### src/uart_tx_pkg.sv
// Package for the UART transmit channel: register map, fields, types.
// Assumes a 5-bit register index with 8-bit data on a plain strobe port.
package uart_tx_pkg;

  // Register indices (holding, FIFO control and trigger pairs share)
  localparam logic [4:0] OFF_HOLD = 5'h00;
  localparam logic [4:0] OFF_IEN = 5'h01;
  localparam logic [4:0] OFF_ISTAT = 5'h02;
  localparam logic [4:0] OFF_LCTRL = 5'h03;
  localparam logic [4:0] OFF_MCTRL = 5'h04;
  localparam logic [4:0] OFF_LSTAT = 5'h05;
  localparam logic [4:0] OFF_MSTAT = 5'h06;
  localparam logic [4:0] OFF_SCRATCH = 5'h07;
  localparam logic [4:0] OFF_FEAT = 5'h08;
  localparam logic [4:0] OFF_EFCTRL = 5'h09;
  localparam logic [4:0] OFF_TXLVL = 5'h0a;
  localparam logic [4:0] OFF_RXLVL = 5'h0b;
  localparam logic [4:0] OFF_XCHAR = 5'h0c;
  localparam logic [4:0] OFF_PAUSE2 = 5'h0d;
  localparam logic [4:0] OFF_RESUME1 = 5'h0e;
  localparam logic [4:0] OFF_RESUME2 = 5'h0f;
  localparam logic [4:0] OFF_EVSTAT = 5'h10;
  localparam logic [4:0] OFF_EVMASK = 5'h11;
  localparam logic [4:0] OFF_CFG = 5'h12;

  // Field positions
  localparam int FCR_FIFO_EN = 0;
  localparam int FCR_TX_RST = 2;
  localparam int IER_TXE = 1;
  localparam int EFR_ENH = 4;
  localparam int FEATURE_CONTROL_REG_AUTO485 = 5;
  localparam int LSR_THRE = 5;
  localparam int LSR_TEMT = 6;
  localparam int MCR_RTS = 1;
  localparam int MCR_LOOP = 4;
  localparam int LCR_STOP2 = 2;
  localparam int LCR_PAR_EN = 3;
  localparam int LCR_EVEN = 4;
  localparam int LCR_STICK = 5;
  localparam int LCR_BREAK = 6;
  localparam int CFG_OS8 = 0;
  localparam int EV_TXE = 0;
  localparam int EV_CHAR = 1;
  localparam int EV_DIR = 2;

  // Bits that only exist while the enhanced-feature enable is set
  localparam logic [7:0] IER_ENH_MASK = 8'he0;
  localparam logic [7:0] FCR_ENH_MASK = 8'h30;
  localparam logic [7:0] MCR_ENH_MASK = 8'he0;

  // Reset values and codes
  localparam logic [7:0] REG_RST = 8'h00;
  localparam logic [7:0] TX_FIFO_TRIGGER_RST = 8'h01;
  localparam logic [3:0] ISR_NONE = 4'h1;
  localparam logic [3:0] ISR_TXE = 4'h2;
  localparam logic [3:0] OS16_LAST = 4'hf;
  localparam logic [3:0] OS8_LAST = 4'h7;
  localparam int TX_DEPTH = 256;

  typedef enum logic [2:0] {
    ST_IDLE = 3'b000,
    ST_START = 3'b001,
    ST_DATA = 3'b010,
    ST_PAR = 3'b011,
    ST_STOP = 3'b100
  } txState_t;

  typedef struct packed {
    logic [4:0] addr;
    logic [7:0] wdata;
    logic wr;
    logic rd;
  } regReq_t;

  typedef struct packed {
    logic txXon;
    logic txXoff;
    logic detXon;
    logic detXoff;
  } flowEvt_t;

endpackage
### src/uart_tx_chan.sv
// UART channel transmit path: FIFO, holding and shift registers, status,
// transmit-empty interrupt and automatic half-duplex direction control.
// Assumes osTick is a one-cycle pulse at 16x or 8x the bit rate, made by
// an outside baud generator; receiver and flow-control logic are outside.
//
// Overview of operation
// (RULE1) 256-byte FIFO, holding register and shift register feed the line.
// (RULE2) One serial bit lasts 16 or 8 oversample ticks.
// (RULE3) Frame: start, data bits, optional parity, then stop bits.
// (RULE4) Data bit zero goes out first after the start bit.
// (RULE5) FIFO enabled: writes push the FIFO; else they load the holding reg.
// (RULE6) Non-FIFO: holding-empty sets when the byte moves to the shifter.
// (RULE7) Shifter-empty sets only after the last stop bit has gone.
// (RULE8) Non-FIFO: holding-empty raises transmit-empty interrupt when enabled.
// (RULE9) FIFO mode: holding-empty flag shows an empty FIFO.
// (RULE10) FIFO mode: interrupt while level is below the trigger level.
// (RULE11) Auto direction mode: interrupt source becomes shifter-empty.
// (RULE12) Auto direction mode: direction drops a set delay after last stop.
// (RULE13) Flow-char status: upper nibble zero, four flags clear on read.
// (RULE14) General output bits 3 and 2 drive no pins.
// (RULE15) Enhanced-feature bit 4 gates the extended register bits.
// (RULE16) Level reads and trigger writes share one index per direction.
// (RULE17) Line idles high between characters.
// (RULE18) Host checks empty flag or level before writing more data.
`timescale 1ns/1ps

module uart_tx_chan #(
  parameter int DEPTH = uart_tx_pkg::TX_DEPTH
) (
  // Clock and reset
  input wire logic clk,
  input wire logic sys_rst,
  // Register port
  input uart_tx_pkg::regReq_t regReq,
  output logic [7:0] rdData,
  // Baud and flow-control events from neighbours
  input wire logic osTick,
  input uart_tx_pkg::flowEvt_t flowEvt,
  input wire logic [7:0] rxLevel,
  output logic [7:0] rxTrigger,
  // Line side
  output logic serialOut,
  output logic dirOut,
  output logic irq
);
  import uart_tx_pkg::*;

  localparam int PW = $clog2(DEPTH);

  logic [7:0] ier_ff, fcr_ff, lcr_ff, mcr_ff, msr_ff, scratch_ff;
  logic [7:0] feature_control_reg_ff, efr_ff, txTrig_ff, rxTrig_ff;
  logic [7:0] pause1_ff, pause2_ff, resume1_ff, resume2_ff;
  logic [7:0] evMask_ff, cfg_ff, rdData_ff;
  logic [2:0] evStat_ff;
  logic [3:0] xchar_ff;
  logic [7:0] mem [DEPTH];
  logic [PW-1:0] wrPtr_ff, rdPtr_ff;
  logic [PW:0] count_ff;
  logic [7:0] thr_ff, shift_ff, loaded_ff;
  logic thrValid_ff;
  txState_t state_ff;
  logic [3:0] tickCnt_ff, dlyCnt_ff;
  logic [2:0] bitIdx_ff;
  logic stopLeft_ff, dirActive_ff, dlyRun_ff, serialOut_ff, srcEmpty_ff;
  logic wrEn, rdEn, wrHold, fifoMode, autoDir, enh, fifoFull, fifoEmpty;
  logic push, load, pop, bitEnd, charDone, thre, temt, srcEmpty;
  logic txeInt, dirRelease, txRstReq;
  logic [3:0] tickLast;
  logic [2:0] lastBit;
  logic [7:0] loadByte, txLevel, rdMux;
  logic parBit, nxtSerial;

  ////////////////////////////////////////////////////////////////////////
  // Decode and mode terms

  assign wrEn = regReq.wr;
  assign rdEn = regReq.rd;
  assign wrHold = wrEn && regReq.addr == OFF_HOLD;
  assign txRstReq = wrEn && regReq.addr == OFF_ISTAT &&
                    regReq.wdata[FCR_TX_RST];
  assign fifoMode = fcr_ff[FCR_FIFO_EN];
  assign autoDir = feature_control_reg_ff[FEATURE_CONTROL_REG_AUTO485];
  assign enh = efr_ff[EFR_ENH];
  assign fifoFull = count_ff == (PW+1)'(DEPTH);
  assign fifoEmpty = count_ff == '0;
  assign tickLast = cfg_ff[CFG_OS8] ? OS8_LAST : OS16_LAST;
  assign lastBit = 3'(3'd4 + {1'b0, lcr_ff[1:0]});
  assign bitEnd = osTick && tickCnt_ff == tickLast;
  // Clamp: a full FIFO of 256 cannot show in eight bits
  assign txLevel = count_ff[PW] ? 8'hff : count_ff[7:0];

  ////////////////////////////////////////////////////////////////////////
  // Control registers; extended bits only writable with enhanced on

  always_ff @(posedge clk) begin
    if (sys_rst) begin
      ier_ff <= REG_RST;
      fcr_ff <= REG_RST;
      lcr_ff <= REG_RST;
      mcr_ff <= REG_RST;
      msr_ff <= REG_RST;
      scratch_ff <= REG_RST;
      feature_control_reg_ff <= REG_RST;
      efr_ff <= REG_RST;
      cfg_ff <= REG_RST;
      evMask_ff <= REG_RST;
    end else if (wrEn) begin
      case (regReq.addr)
        OFF_IEN: ier_ff <= enh ? regReq.wdata :
          (ier_ff & IER_ENH_MASK) | (regReq.wdata & ~IER_ENH_MASK); // see RULE15
        OFF_ISTAT: fcr_ff <= enh ? regReq.wdata :
          (fcr_ff & FCR_ENH_MASK) | (regReq.wdata & ~FCR_ENH_MASK); // see RULE15
        OFF_LCTRL: lcr_ff <= regReq.wdata;
        // Bits 3:2 are storage only, no pin behind them
        OFF_MCTRL: mcr_ff <= enh ? regReq.wdata :
          (mcr_ff & MCR_ENH_MASK) | (regReq.wdata & ~MCR_ENH_MASK); // see RULE14
        OFF_MSTAT: if (enh) msr_ff <= regReq.wdata; // see RULE15
        OFF_SCRATCH: scratch_ff <= regReq.wdata;
        OFF_FEAT: feature_control_reg_ff <= regReq.wdata;
        OFF_EFCTRL: efr_ff <= regReq.wdata;
        OFF_EVMASK: evMask_ff <= regReq.wdata;
        OFF_CFG: cfg_ff <= regReq.wdata;
        default: ;
      endcase
    end
  end

  // Write-only trigger and character registers
  always_ff @(posedge clk) begin
    if (sys_rst) begin
      txTrig_ff <= TX_FIFO_TRIGGER_RST;
      rxTrig_ff <= REG_RST;
      pause1_ff <= REG_RST;
      pause2_ff <= REG_RST;
      resume1_ff <= REG_RST;
      resume2_ff <= REG_RST;
    end else if (wrEn) begin
      case (regReq.addr)
        OFF_TXLVL: txTrig_ff <= regReq.wdata; // see RULE16
        OFF_RXLVL: rxTrig_ff <= regReq.wdata; // see RULE16
        OFF_XCHAR: pause1_ff <= regReq.wdata;
        OFF_PAUSE2: pause2_ff <= regReq.wdata;
        OFF_RESUME1: resume1_ff <= regReq.wdata;
        OFF_RESUME2: resume2_ff <= regReq.wdata;
        default: ;
      endcase
    end
  end

  assign rxTrigger = rxTrig_ff;

  ////////////////////////////////////////////////////////////////////////
  // Transmit FIFO; a full FIFO drops the byte, so the host must poll

  assign push = wrHold && fifoMode && !fifoFull; // see RULE5 RULE18
  assign pop = load && fifoMode;

  always_ff @(posedge clk) begin
    if (push) begin
      mem[wrPtr_ff] <= regReq.wdata; // see RULE1
    end
  end

  always_ff @(posedge clk) begin
    if (sys_rst || txRstReq) begin
      wrPtr_ff <= '0;
      rdPtr_ff <= '0;
      count_ff <= '0;
    end else begin
      if (push) wrPtr_ff <= wrPtr_ff + 1'b1;
      if (pop) rdPtr_ff <= rdPtr_ff + 1'b1;
      count_ff <= count_ff + (PW+1)'(push) - (PW+1)'(pop);
    end
  end

  // Holding register, used directly only outside FIFO mode
  always_ff @(posedge clk) begin
    if (sys_rst) begin
      thr_ff <= REG_RST;
      thrValid_ff <= 1'b0;
    end else if (wrHold && !fifoMode) begin
      thr_ff <= regReq.wdata; // see RULE5
      thrValid_ff <= 1'b1;
    end else if (load) begin
      thrValid_ff <= 1'b0; // see RULE6
    end
  end

  ////////////////////////////////////////////////////////////////////////
  // Shift register and framing

  assign load = state_ff == ST_IDLE &&
                (fifoMode ? !fifoEmpty : thrValid_ff);
  assign loadByte = fifoMode ? mem[rdPtr_ff] : thr_ff;
  assign charDone = state_ff == ST_STOP && bitEnd && !stopLeft_ff;
  // Stick parity sends the inverse of the even-select bit
  assign parBit = lcr_ff[LCR_STICK] ? !lcr_ff[LCR_EVEN] :
                  (lcr_ff[LCR_EVEN] ? ^loaded_ff : ~^loaded_ff);

  always_ff @(posedge clk) begin
    if (sys_rst) begin
      state_ff <= ST_IDLE;
      shift_ff <= REG_RST;
      loaded_ff <= REG_RST;
      bitIdx_ff <= '0;
      stopLeft_ff <= 1'b0;
    end else begin
      case (state_ff)
        ST_IDLE: if (load) begin
          shift_ff <= loadByte;
          loaded_ff <= loadByte;
          state_ff <= ST_START; // see RULE3
        end
        ST_START: if (bitEnd) begin
          bitIdx_ff <= '0;
          state_ff <= ST_DATA;
        end
        ST_DATA: if (bitEnd) begin
          shift_ff <= {1'b0, shift_ff[7:1]}; // see RULE4
          bitIdx_ff <= bitIdx_ff + 1'b1;
          if (bitIdx_ff == lastBit) begin
            state_ff <= lcr_ff[LCR_PAR_EN] ? ST_PAR : ST_STOP; // see RULE3
            stopLeft_ff <= lcr_ff[LCR_STOP2];
          end
        end
        ST_PAR: if (bitEnd) state_ff <= ST_STOP;
        ST_STOP: if (bitEnd) begin
          if (stopLeft_ff) stopLeft_ff <= 1'b0;
          else state_ff <= ST_IDLE;
        end
        default: state_ff <= ST_IDLE;
      endcase
    end
  end

  // Oversample counter, shared with the turn-around delay
  always_ff @(posedge clk) begin
    if (sys_rst || load || (state_ff == ST_IDLE && !dlyRun_ff)) begin
      tickCnt_ff <= '0;
    end else if (osTick) begin
      tickCnt_ff <= bitEnd ? 4'h0 : tickCnt_ff + 1'b1; // see RULE2
    end
  end

  // Line level; break forces low, loopback keeps the pin idle
  always_comb begin
    case (state_ff)
      ST_START: nxtSerial = 1'b0;
      ST_DATA: nxtSerial = shift_ff[0];
      ST_PAR: nxtSerial = parBit;
      default: nxtSerial = 1'b1; // see RULE17
    endcase
    if (lcr_ff[LCR_BREAK]) nxtSerial = 1'b0;
    if (mcr_ff[MCR_LOOP]) nxtSerial = 1'b1;
  end

  always_ff @(posedge clk) begin
    if (sys_rst) serialOut_ff <= 1'b1;
    else serialOut_ff <= nxtSerial;
  end

  assign serialOut = serialOut_ff;

  ////////////////////////////////////////////////////////////////////////
  // Status flags and transmit-empty interrupt

  assign thre = fifoMode ? fifoEmpty : !thrValid_ff; // see RULE6 RULE9
  assign temt = thre && state_ff == ST_IDLE; // see RULE7
  always_comb begin
    if (autoDir) srcEmpty = temt; // see RULE11
    else if (fifoMode) srcEmpty = count_ff < {1'b0, txTrig_ff}; // see RULE10
    else srcEmpty = thre; // see RULE8
  end
  assign txeInt = ier_ff[IER_TXE] && srcEmpty; // see RULE8 RULE10

  ////////////////////////////////////////////////////////////////////////
  // Direction control: held through the last stop plus the delay

  assign dirRelease = dlyRun_ff ? (bitEnd && dlyCnt_ff == 4'h1) :
                      (charDone && !load && thre && msr_ff[7:4] == 4'h0);

  always_ff @(posedge clk) begin
    if (sys_rst) begin
      dirActive_ff <= 1'b0;
      dlyRun_ff <= 1'b0;
      dlyCnt_ff <= '0;
    end else if (load) begin
      dirActive_ff <= 1'b1;
      dlyRun_ff <= 1'b0;
    end else if (charDone && thre && msr_ff[7:4] != 4'h0) begin
      dlyRun_ff <= 1'b1; // see RULE12
      dlyCnt_ff <= msr_ff[7:4];
    end else if (dirRelease) begin
      dirActive_ff <= 1'b0; // see RULE12
      dlyRun_ff <= 1'b0;
    end else if (dlyRun_ff && bitEnd) begin
      dlyCnt_ff <= dlyCnt_ff - 1'b1;
    end
  end

  assign dirOut = autoDir ? dirActive_ff : mcr_ff[MCR_RTS];

  ////////////////////////////////////////////////////////////////////////
  // Sticky flags; a set in the clearing cycle wins

  always_ff @(posedge clk) begin
    if (sys_rst) begin
      xchar_ff <= '0;
      evStat_ff <= '0;
      srcEmpty_ff <= 1'b0;
    end else begin
      srcEmpty_ff <= srcEmpty;
      xchar_ff <= (rdEn && regReq.addr == OFF_XCHAR ? 4'h0 : xchar_ff) |
                  flowEvt; // see RULE13
      evStat_ff <= (wrEn && regReq.addr == OFF_EVSTAT ?
                    evStat_ff & ~regReq.wdata[2:0] : evStat_ff) |
                   {dirRelease && autoDir, charDone, srcEmpty &&
                    !srcEmpty_ff};
    end
  end

  assign irq = |(evStat_ff & evMask_ff[2:0]) || txeInt;

  ////////////////////////////////////////////////////////////////////////
  // Read path, data stands the cycle after the strobe

  always_comb begin
    case (regReq.addr)
      OFF_IEN: rdMux = ier_ff;
      OFF_ISTAT: rdMux = {{2{fifoMode}}, 2'b00,
                          txeInt ? ISR_TXE : ISR_NONE};
      OFF_LCTRL: rdMux = lcr_ff;
      OFF_MCTRL: rdMux = mcr_ff;
      OFF_LSTAT: rdMux = {1'b0, temt, thre, 5'h00};
      OFF_SCRATCH: rdMux = scratch_ff;
      OFF_FEAT: rdMux = feature_control_reg_ff;
      OFF_EFCTRL: rdMux = efr_ff;
      OFF_TXLVL: rdMux = txLevel; // see RULE16
      OFF_RXLVL: rdMux = rxLevel; // see RULE16
      OFF_XCHAR: rdMux = {4'h0, xchar_ff}; // see RULE13
      OFF_EVSTAT: rdMux = {5'h00, evStat_ff};
      OFF_EVMASK: rdMux = evMask_ff;
      OFF_CFG: rdMux = cfg_ff;
      default: rdMux = 8'h00;
    endcase
  end

  always_ff @(posedge clk) begin
    if (sys_rst) rdData_ff <= 8'h00;
    else if (rdEn) rdData_ff <= rdMux;
  end

  assign rdData = rdData_ff;
endmodule // uart_tx_chan

### config.mk
export PLATFORM = sky130hd
export DESIGN_NAME = uart_tx_chan
export DESIGN_NICKNAME = d
export VERILOG_FILES = /design/src/uart_tx_pkg.sv /design/src/uart_tx_chan.sv
export SDC_FILE = /design/constraint.sdc
export NUM_CORES = 2
export LEC_CHECK = 0
export CAP_MARGIN = 10
export CORE_MARGIN = 4
export CORE_UTILIZATION = 45
export CTS_CLUSTER_SIZE = 40
export DETAILED_ROUTE_END_ITERATION = 7
export DONT_BUFFER_PORTS = 1
export GPL_ROUTABILITY_DRIVEN = 1
export PLACE_DENSITY = 0.63
export SYNTH_ARGS = -nofsm -noshare
export SYNTH_HDL_FRONTEND = slang
export SYNTH_SLANG_ARGS = --single-unit
### constraint.sdc
create_clock -name clk -period 8.6 [get_ports clk]
set_input_delay 0.43 -clock clk [delete_from_list [all_inputs] [get_ports clk]]
set_output_delay 0.43 -clock clk [all_outputs]
set_load 0.01 [all_outputs]
; Word level (Yosys, flattened, before mapping)
; Memory sizes are Yosys's and may differ from the RTL's. A register that Yosys moved wholly into a read port is not among the register bits.
; Index checks and enable logic that the tools add are counted.
[totals]
mem_count = 1
reg_bits = 178
wordCells = 209
input_bits = 30
out_inout_bits = 19
ramBits = 2048
[classes]
magnitude_cmp = 1
n_addsub = 8
eq_ne = 32
reduce_logical = 74
mux = 53
bitwise_logic = 9
[memory_table]
columns = memory, depth, word_bits, rd, rd_ports_with_merged_regs, wr, line_no
row1 = mem, 256, 8, 1, 1, 1, uart_tx_chan.sv:56  ; logic [7:0] mem [DEPTH];
[op_table]
columns = op, n
row1 = 8-bit one-hot mux with 14 select lines, 1
row2 = 8-bit two-way mux, 8
row3 = 3-bit two-way mux, 11
row4 = 2-bit AND reduction, 13
row5 = "5-bit by 4-bit == test with 1-bit output, second input constant", 5
row6 = 1-bit logical AND, 25
row7 = 4-bit two-way mux, 6
row8 = "5-bit by 3-bit == test with 1-bit output, second input constant", 4
row9 = 1-bit two-way mux, 20
row10 = "8-bit by 1-bit adder with 8-bit output, second input constant", 2
row11 = "2-bit inequality test, second input constant", 8
row12 = 8-bit by 5-bit bitwise OR with 8-bit output, 2
row13 = 8-bit one-hot mux with 2 select lines, 1
row14 = "5-bit == test, second input constant", 3
row15 = 3-bit one-hot mux with 5 select lines, 1
row16 = 2-bit nonzero test, 7
row17 = 3-bit AND reduction, 4
row18 = "5-bit by 2-bit == test with 1-bit output, second input constant", 2
row19 = 9-bit by 1-bit adder with 9-bit output, 1
row20 = "9-bit == test, second input constant", 1
row21 = 1-bit logical NOT, 9
row22 = 9-bit logical NOT, 1
row23 = 9-bit by 8-bit less-than comparator with 1-bit output, 1
row24 = 9-bit by 1-bit subtractor with 9-bit output, 1
row25 = other kinds (34), 40

; Depth between registers and ports, before layout
[depth]
word_depth = 12
mapped_depth = 20
ltp_nobuf = 20

; Least setup slack after synthesis
; OpenSTA, ideal clock, no wires.
[synth_timing]
kind = flip-flop to flip-flop
startpoint = register count_ff[2]
endpoint = register count_ff[8]
t_arrival_ps = 3419
period_less_slack_ps = 3551
path_buffers = 0
setup_time_ps = 132
t_required_ps = 8468
path_stages_with_launch = 21
slack_ps = 5049
cell_sequence = dfxtp_1 inv_1 ha_1 nand4b_1 o32ai_2 nor4_2 nand2_1 nor2_1 inv_1 nand2_1 ha_1 inv_1 fa_1 nand2b_1 a21oi_1 o21ai_0 a21oi_1 o21ai_0 a21oi_1 or3_1 a21oi_1
[synth_via]
elab_chain_len = 6
elab_cells_between_ends = 10
cone_classes = add/sub (2) / eq/ne (1) / mux (1) / reduce/logical (6)
[synth_rtl]
columns = item, line_no
row1 = start: declaration, uart_tx_chan.sv:58  ; logic [PW:0] count_ff;
row2 = start signal: assignment, uart_tx_chan.sv:172  ; count_ff <= count_ff + (PW+1)'(push) - (PW+1)'(pop);
row3 = branches (longest 5 deep; another with 9-bit by 1-bit adder with 9-bit output), --
row4 = 9-bit by 1-bit subtractor with 9-bit output (*), uart_tx_chan.sv:172
; Mark *: on every way between the ends.
; A chain may end at the register's enable or synchronous reset.

==> run metrics <==
status complete, but fails checks; failing checks slew limit; Hold Path Class in2reg; Largest regs mem x2048, count_ff x9; Clk pwr share a little over two fifths; CP arrival roughly 5.3 ns; Synth area leader edfxtp_1; total gr overflow 0; Max Buffers Root-to-Sink 3; RSZ-0062 raised after global routing false; die height about 450 um; R2R cell count 9; DR DRC count 0; switching fraction of total power 20.3%; R2R Path End shift_ff[5]; Ports between 40 and 50; Max Cap Violations 0; syn nets 4726; Layout Nets 4756; Final Max Slew Viols 47; CP required 9.28 ns; Switch Pwr ~4400 uW; Synth Flop Type edfxtp_1; fin crit share 53.1%; LEAKAGE just under 0.03 uW; post-synthesis cell type count 70; Reg2Reg Setup Slack 4.03 ns; power per cell area ~220 nW/um^2; setup violators final 0; post-route setup TNS 0 ns; Comb pwr share 1.4%; crit-path max FO 92; VDD IR max about 190 uV; Synth async-reset ratio 0%; Final Wtd Congestion 0.841; EDFF count, synth 2048; min-delay src regReq[10]; # Post-CTS Setup Buffers 0; Layout Cells excl Fill 7407; total track usage 21.6%; antenna cells 0; Post-Route WL 219000 um; Setup CP Type reg2reg; Seq/Total Area, Yosys around three quarters; Cell Rows 161; largest net degree at the start of global routing 269; Top reg by flops mem; Synth Register Bits 2225; CTS tree done; Hold Path Sink evMask_ff[5]; Core Area 193000 um^2; Initial DRT Pass Iterations 8; final worst path period need 4.57 ns; synthesized instance count 4667; sequential fraction of design power about 55%; worst clock skew 0.0421 ns; Final Hold Fails 0; Rel. slew slack -1.47%; Clock Sink Count 2225; P_int 17100 uW; number of flip-flops in the largest register 2048; CTS Root Cell clkbuf_16; via count 44987; clk slew on worst S/H paths 0.06 ns; synthesized cell area 87300 um^2; Synth area leaders edfxtp_1 70%, mux4_2 13%, dfxtp_1 4.1%; kind of end point of the critical path flop; Area growth syn-to-layout 11.2%; number of DRC markers in iteration 0 5535; die width 449 um; Starting Density 45.3%; average cell area after synthesis 18.7 um^2; vias in the first global route 44404; Clock Latency Late Sink between 0.8 and 0.9 ns; Synth Warn # 0; total CTS buffers 216; I/O Buffers 0; Tot Pwr approximately 21000 uW; dpl hpwl 122000 um; layout cell share with drive strength beyond 1 18.6%; Finished Core Util about half; Hold Path Stages 4; Yosys top cell area share 70.4%; worst slew pin tran 1.52 ns; crit path launch type flop; Placed Cells 6969; die area between 200000 and 250000 um^2; Routed Antenna Nets 0; fmax 0.219 GHz; vias per cell 6.07; first-pass GRT wire length 320000 um; # H-tree levels 4; DR WL/cell 29.6 um; initial antenna violation count 7
==> final cells by class <==
class,instances,area (um^2)
clock inverter,141,1350
sequential,2225,65100
tap,2526,3160
timing repair buffer,90,1040
inverter,40,155
clock buffer,261,5630
fill,15277,95600
multi-input combinational,2124,20700
==> how the worst max path moves through the flow <==
stage	from	endpoint	slack (ns)	depth (start not counted)
final	flop	shift_ff[5]	4.03	9
after global routing	flop	shift_ff[1]	3.85	9
after CTS	flop	shift_ff[0]	3.95	9
after detailed placement	flop	shift_ff[4]	3.95	9
after global placement	flop	shift_ff[5]	3.95	9
after floorplan	count_ff[2]	count_ff[8]	5.05	20
==> routing by layer <==
layer  up-vias  track usage, %  routed length, um
met5         -               0                 41
met4         6            6.84               6840
met3       347            4.28              18400
met2      1971            33.2             103000
met1     23726            31.2              91300
li1      18937               -                  -
==> worst max-delay path: stages (launching register included) <==
cell and delay (ns):
dfxtp_4 0.72, buf_12 0.64, or3b_2 0.24, buf_4 0.56, o22ai_1 0.15, a2111oi_0 0.92, nor4_1 0.18, or4b_2 0.70
nor2_1 0.15, a2111oi_0 0.08
==> stage by stage <==
stage | cell area, um^2 | hold WS (ns) | worst slack, ns
floorplan | 87300 | 0.436 | 5.05
global placement | 89600 | 0.436 | 3.95
detailed placement | 89600 | 0.441 | 3.95
CTS | 97100 | 0.000416 | 3.95
global route | 97100 | 0.0280 | 3.85
finish | 97100 | 0.0442 | 4.03
==> timing repair <==
action | CTS | global route
endpoints found under the hold margin | 2192 | 0
resized for setup | 0 | 0
hold buffers | 32 | 0
==> cells by family (layout without fill, tap and decap cells) <==
| kind of cell | Yosys count | count (layout) | synth area share [%] |
|---|---|---|---|
| flops | 2225 | 2225 | 74.5 |
| simple gates | 917 | 917 | 4.53 |
| mux | 675 | 675 | 14.8 |
| compound gates | 471 | 471 | 3.62 |
| buf+inv | 318 | 532 | 1.82 |
| xor+xnor | 32 | 32 | 0.321 |
| fa+ha+maj | 29 | 29 | 0.424 |
==> cell usage in the layout, fill, tap and decap left out, drive strengths merged, types with 6 or more instances in the layout <==
cell / n
a2111oi: 26
a211o: 7
a211oi: 13
a21o: 6
a21oi: 147
a221oi: 32
a22oi: 47
a32oi: 11
buf: 65
bufinv: 18
clkbuf: 263
clkinv: 107
clkinvlp: 7
dfxtp: 177
dlygate4sd3: 22
edfxtp: 2048
ha: 28
inv: 49
mux2i: 180
mux4: 493
nand2: 279
nand2b: 20
nand3: 97
nand4: 17
nor2: 394
nor2b: 13
nor3: 33
nor3b: 12
nor4: 13
o21ai: 50
o221ai: 31
o22ai: 58
o32ai: 8
or3: 7
or3b: 6
xnor2: 14
xor2: 18
==> power by group through the flow <==
stage          sequential, uW  clock (uW)  combinational (uW)
6_report                11800        9330                 290
5_1_grt                 11800        9940                 314
4_1_cts                 11800        9470                 294
3_5_place_dp            12000           0                77.7
3_3_place_gp            12000           0                76.6
2_1_floorplan           12000           0                77.8
==> synth_stat cells, types with 4 or more instances <==
cell type,instances
a222oi_1,5
a32oi_1,11
xor2_1,18
buf_6,16
nand2_1,279
a2111oi_0,25
edfxtp_1,2048
mux4_2,493
nand2b_1,20
nor3_1,33
clkbuf_1,139
o31ai_1,5
a221oi_1,32
and2_1,4
buf_4,53
nand4_1,17
nand3b_1,4
inv_1,38
o21ai_0,49
nand3_1,97
mux2i_1,180
buf_2,58
a21oi_1,147
or3b_2,5
ha_1,28
o22ai_1,58
nor3b_1,12
a21o_1,6
nor2b_1,13
a31oi_1,4
and3_1,5
o221ai_1,31
xnor2_1,14
or3_1,7
a22oi_1,47
dfxtp_1,177
o32ai_1,7
nor4_1,12
buf_1,12
a211o_1,7
nor2_1,394
a211oi_1,13
No activity file was read; power rests on OpenSTA's default activity.
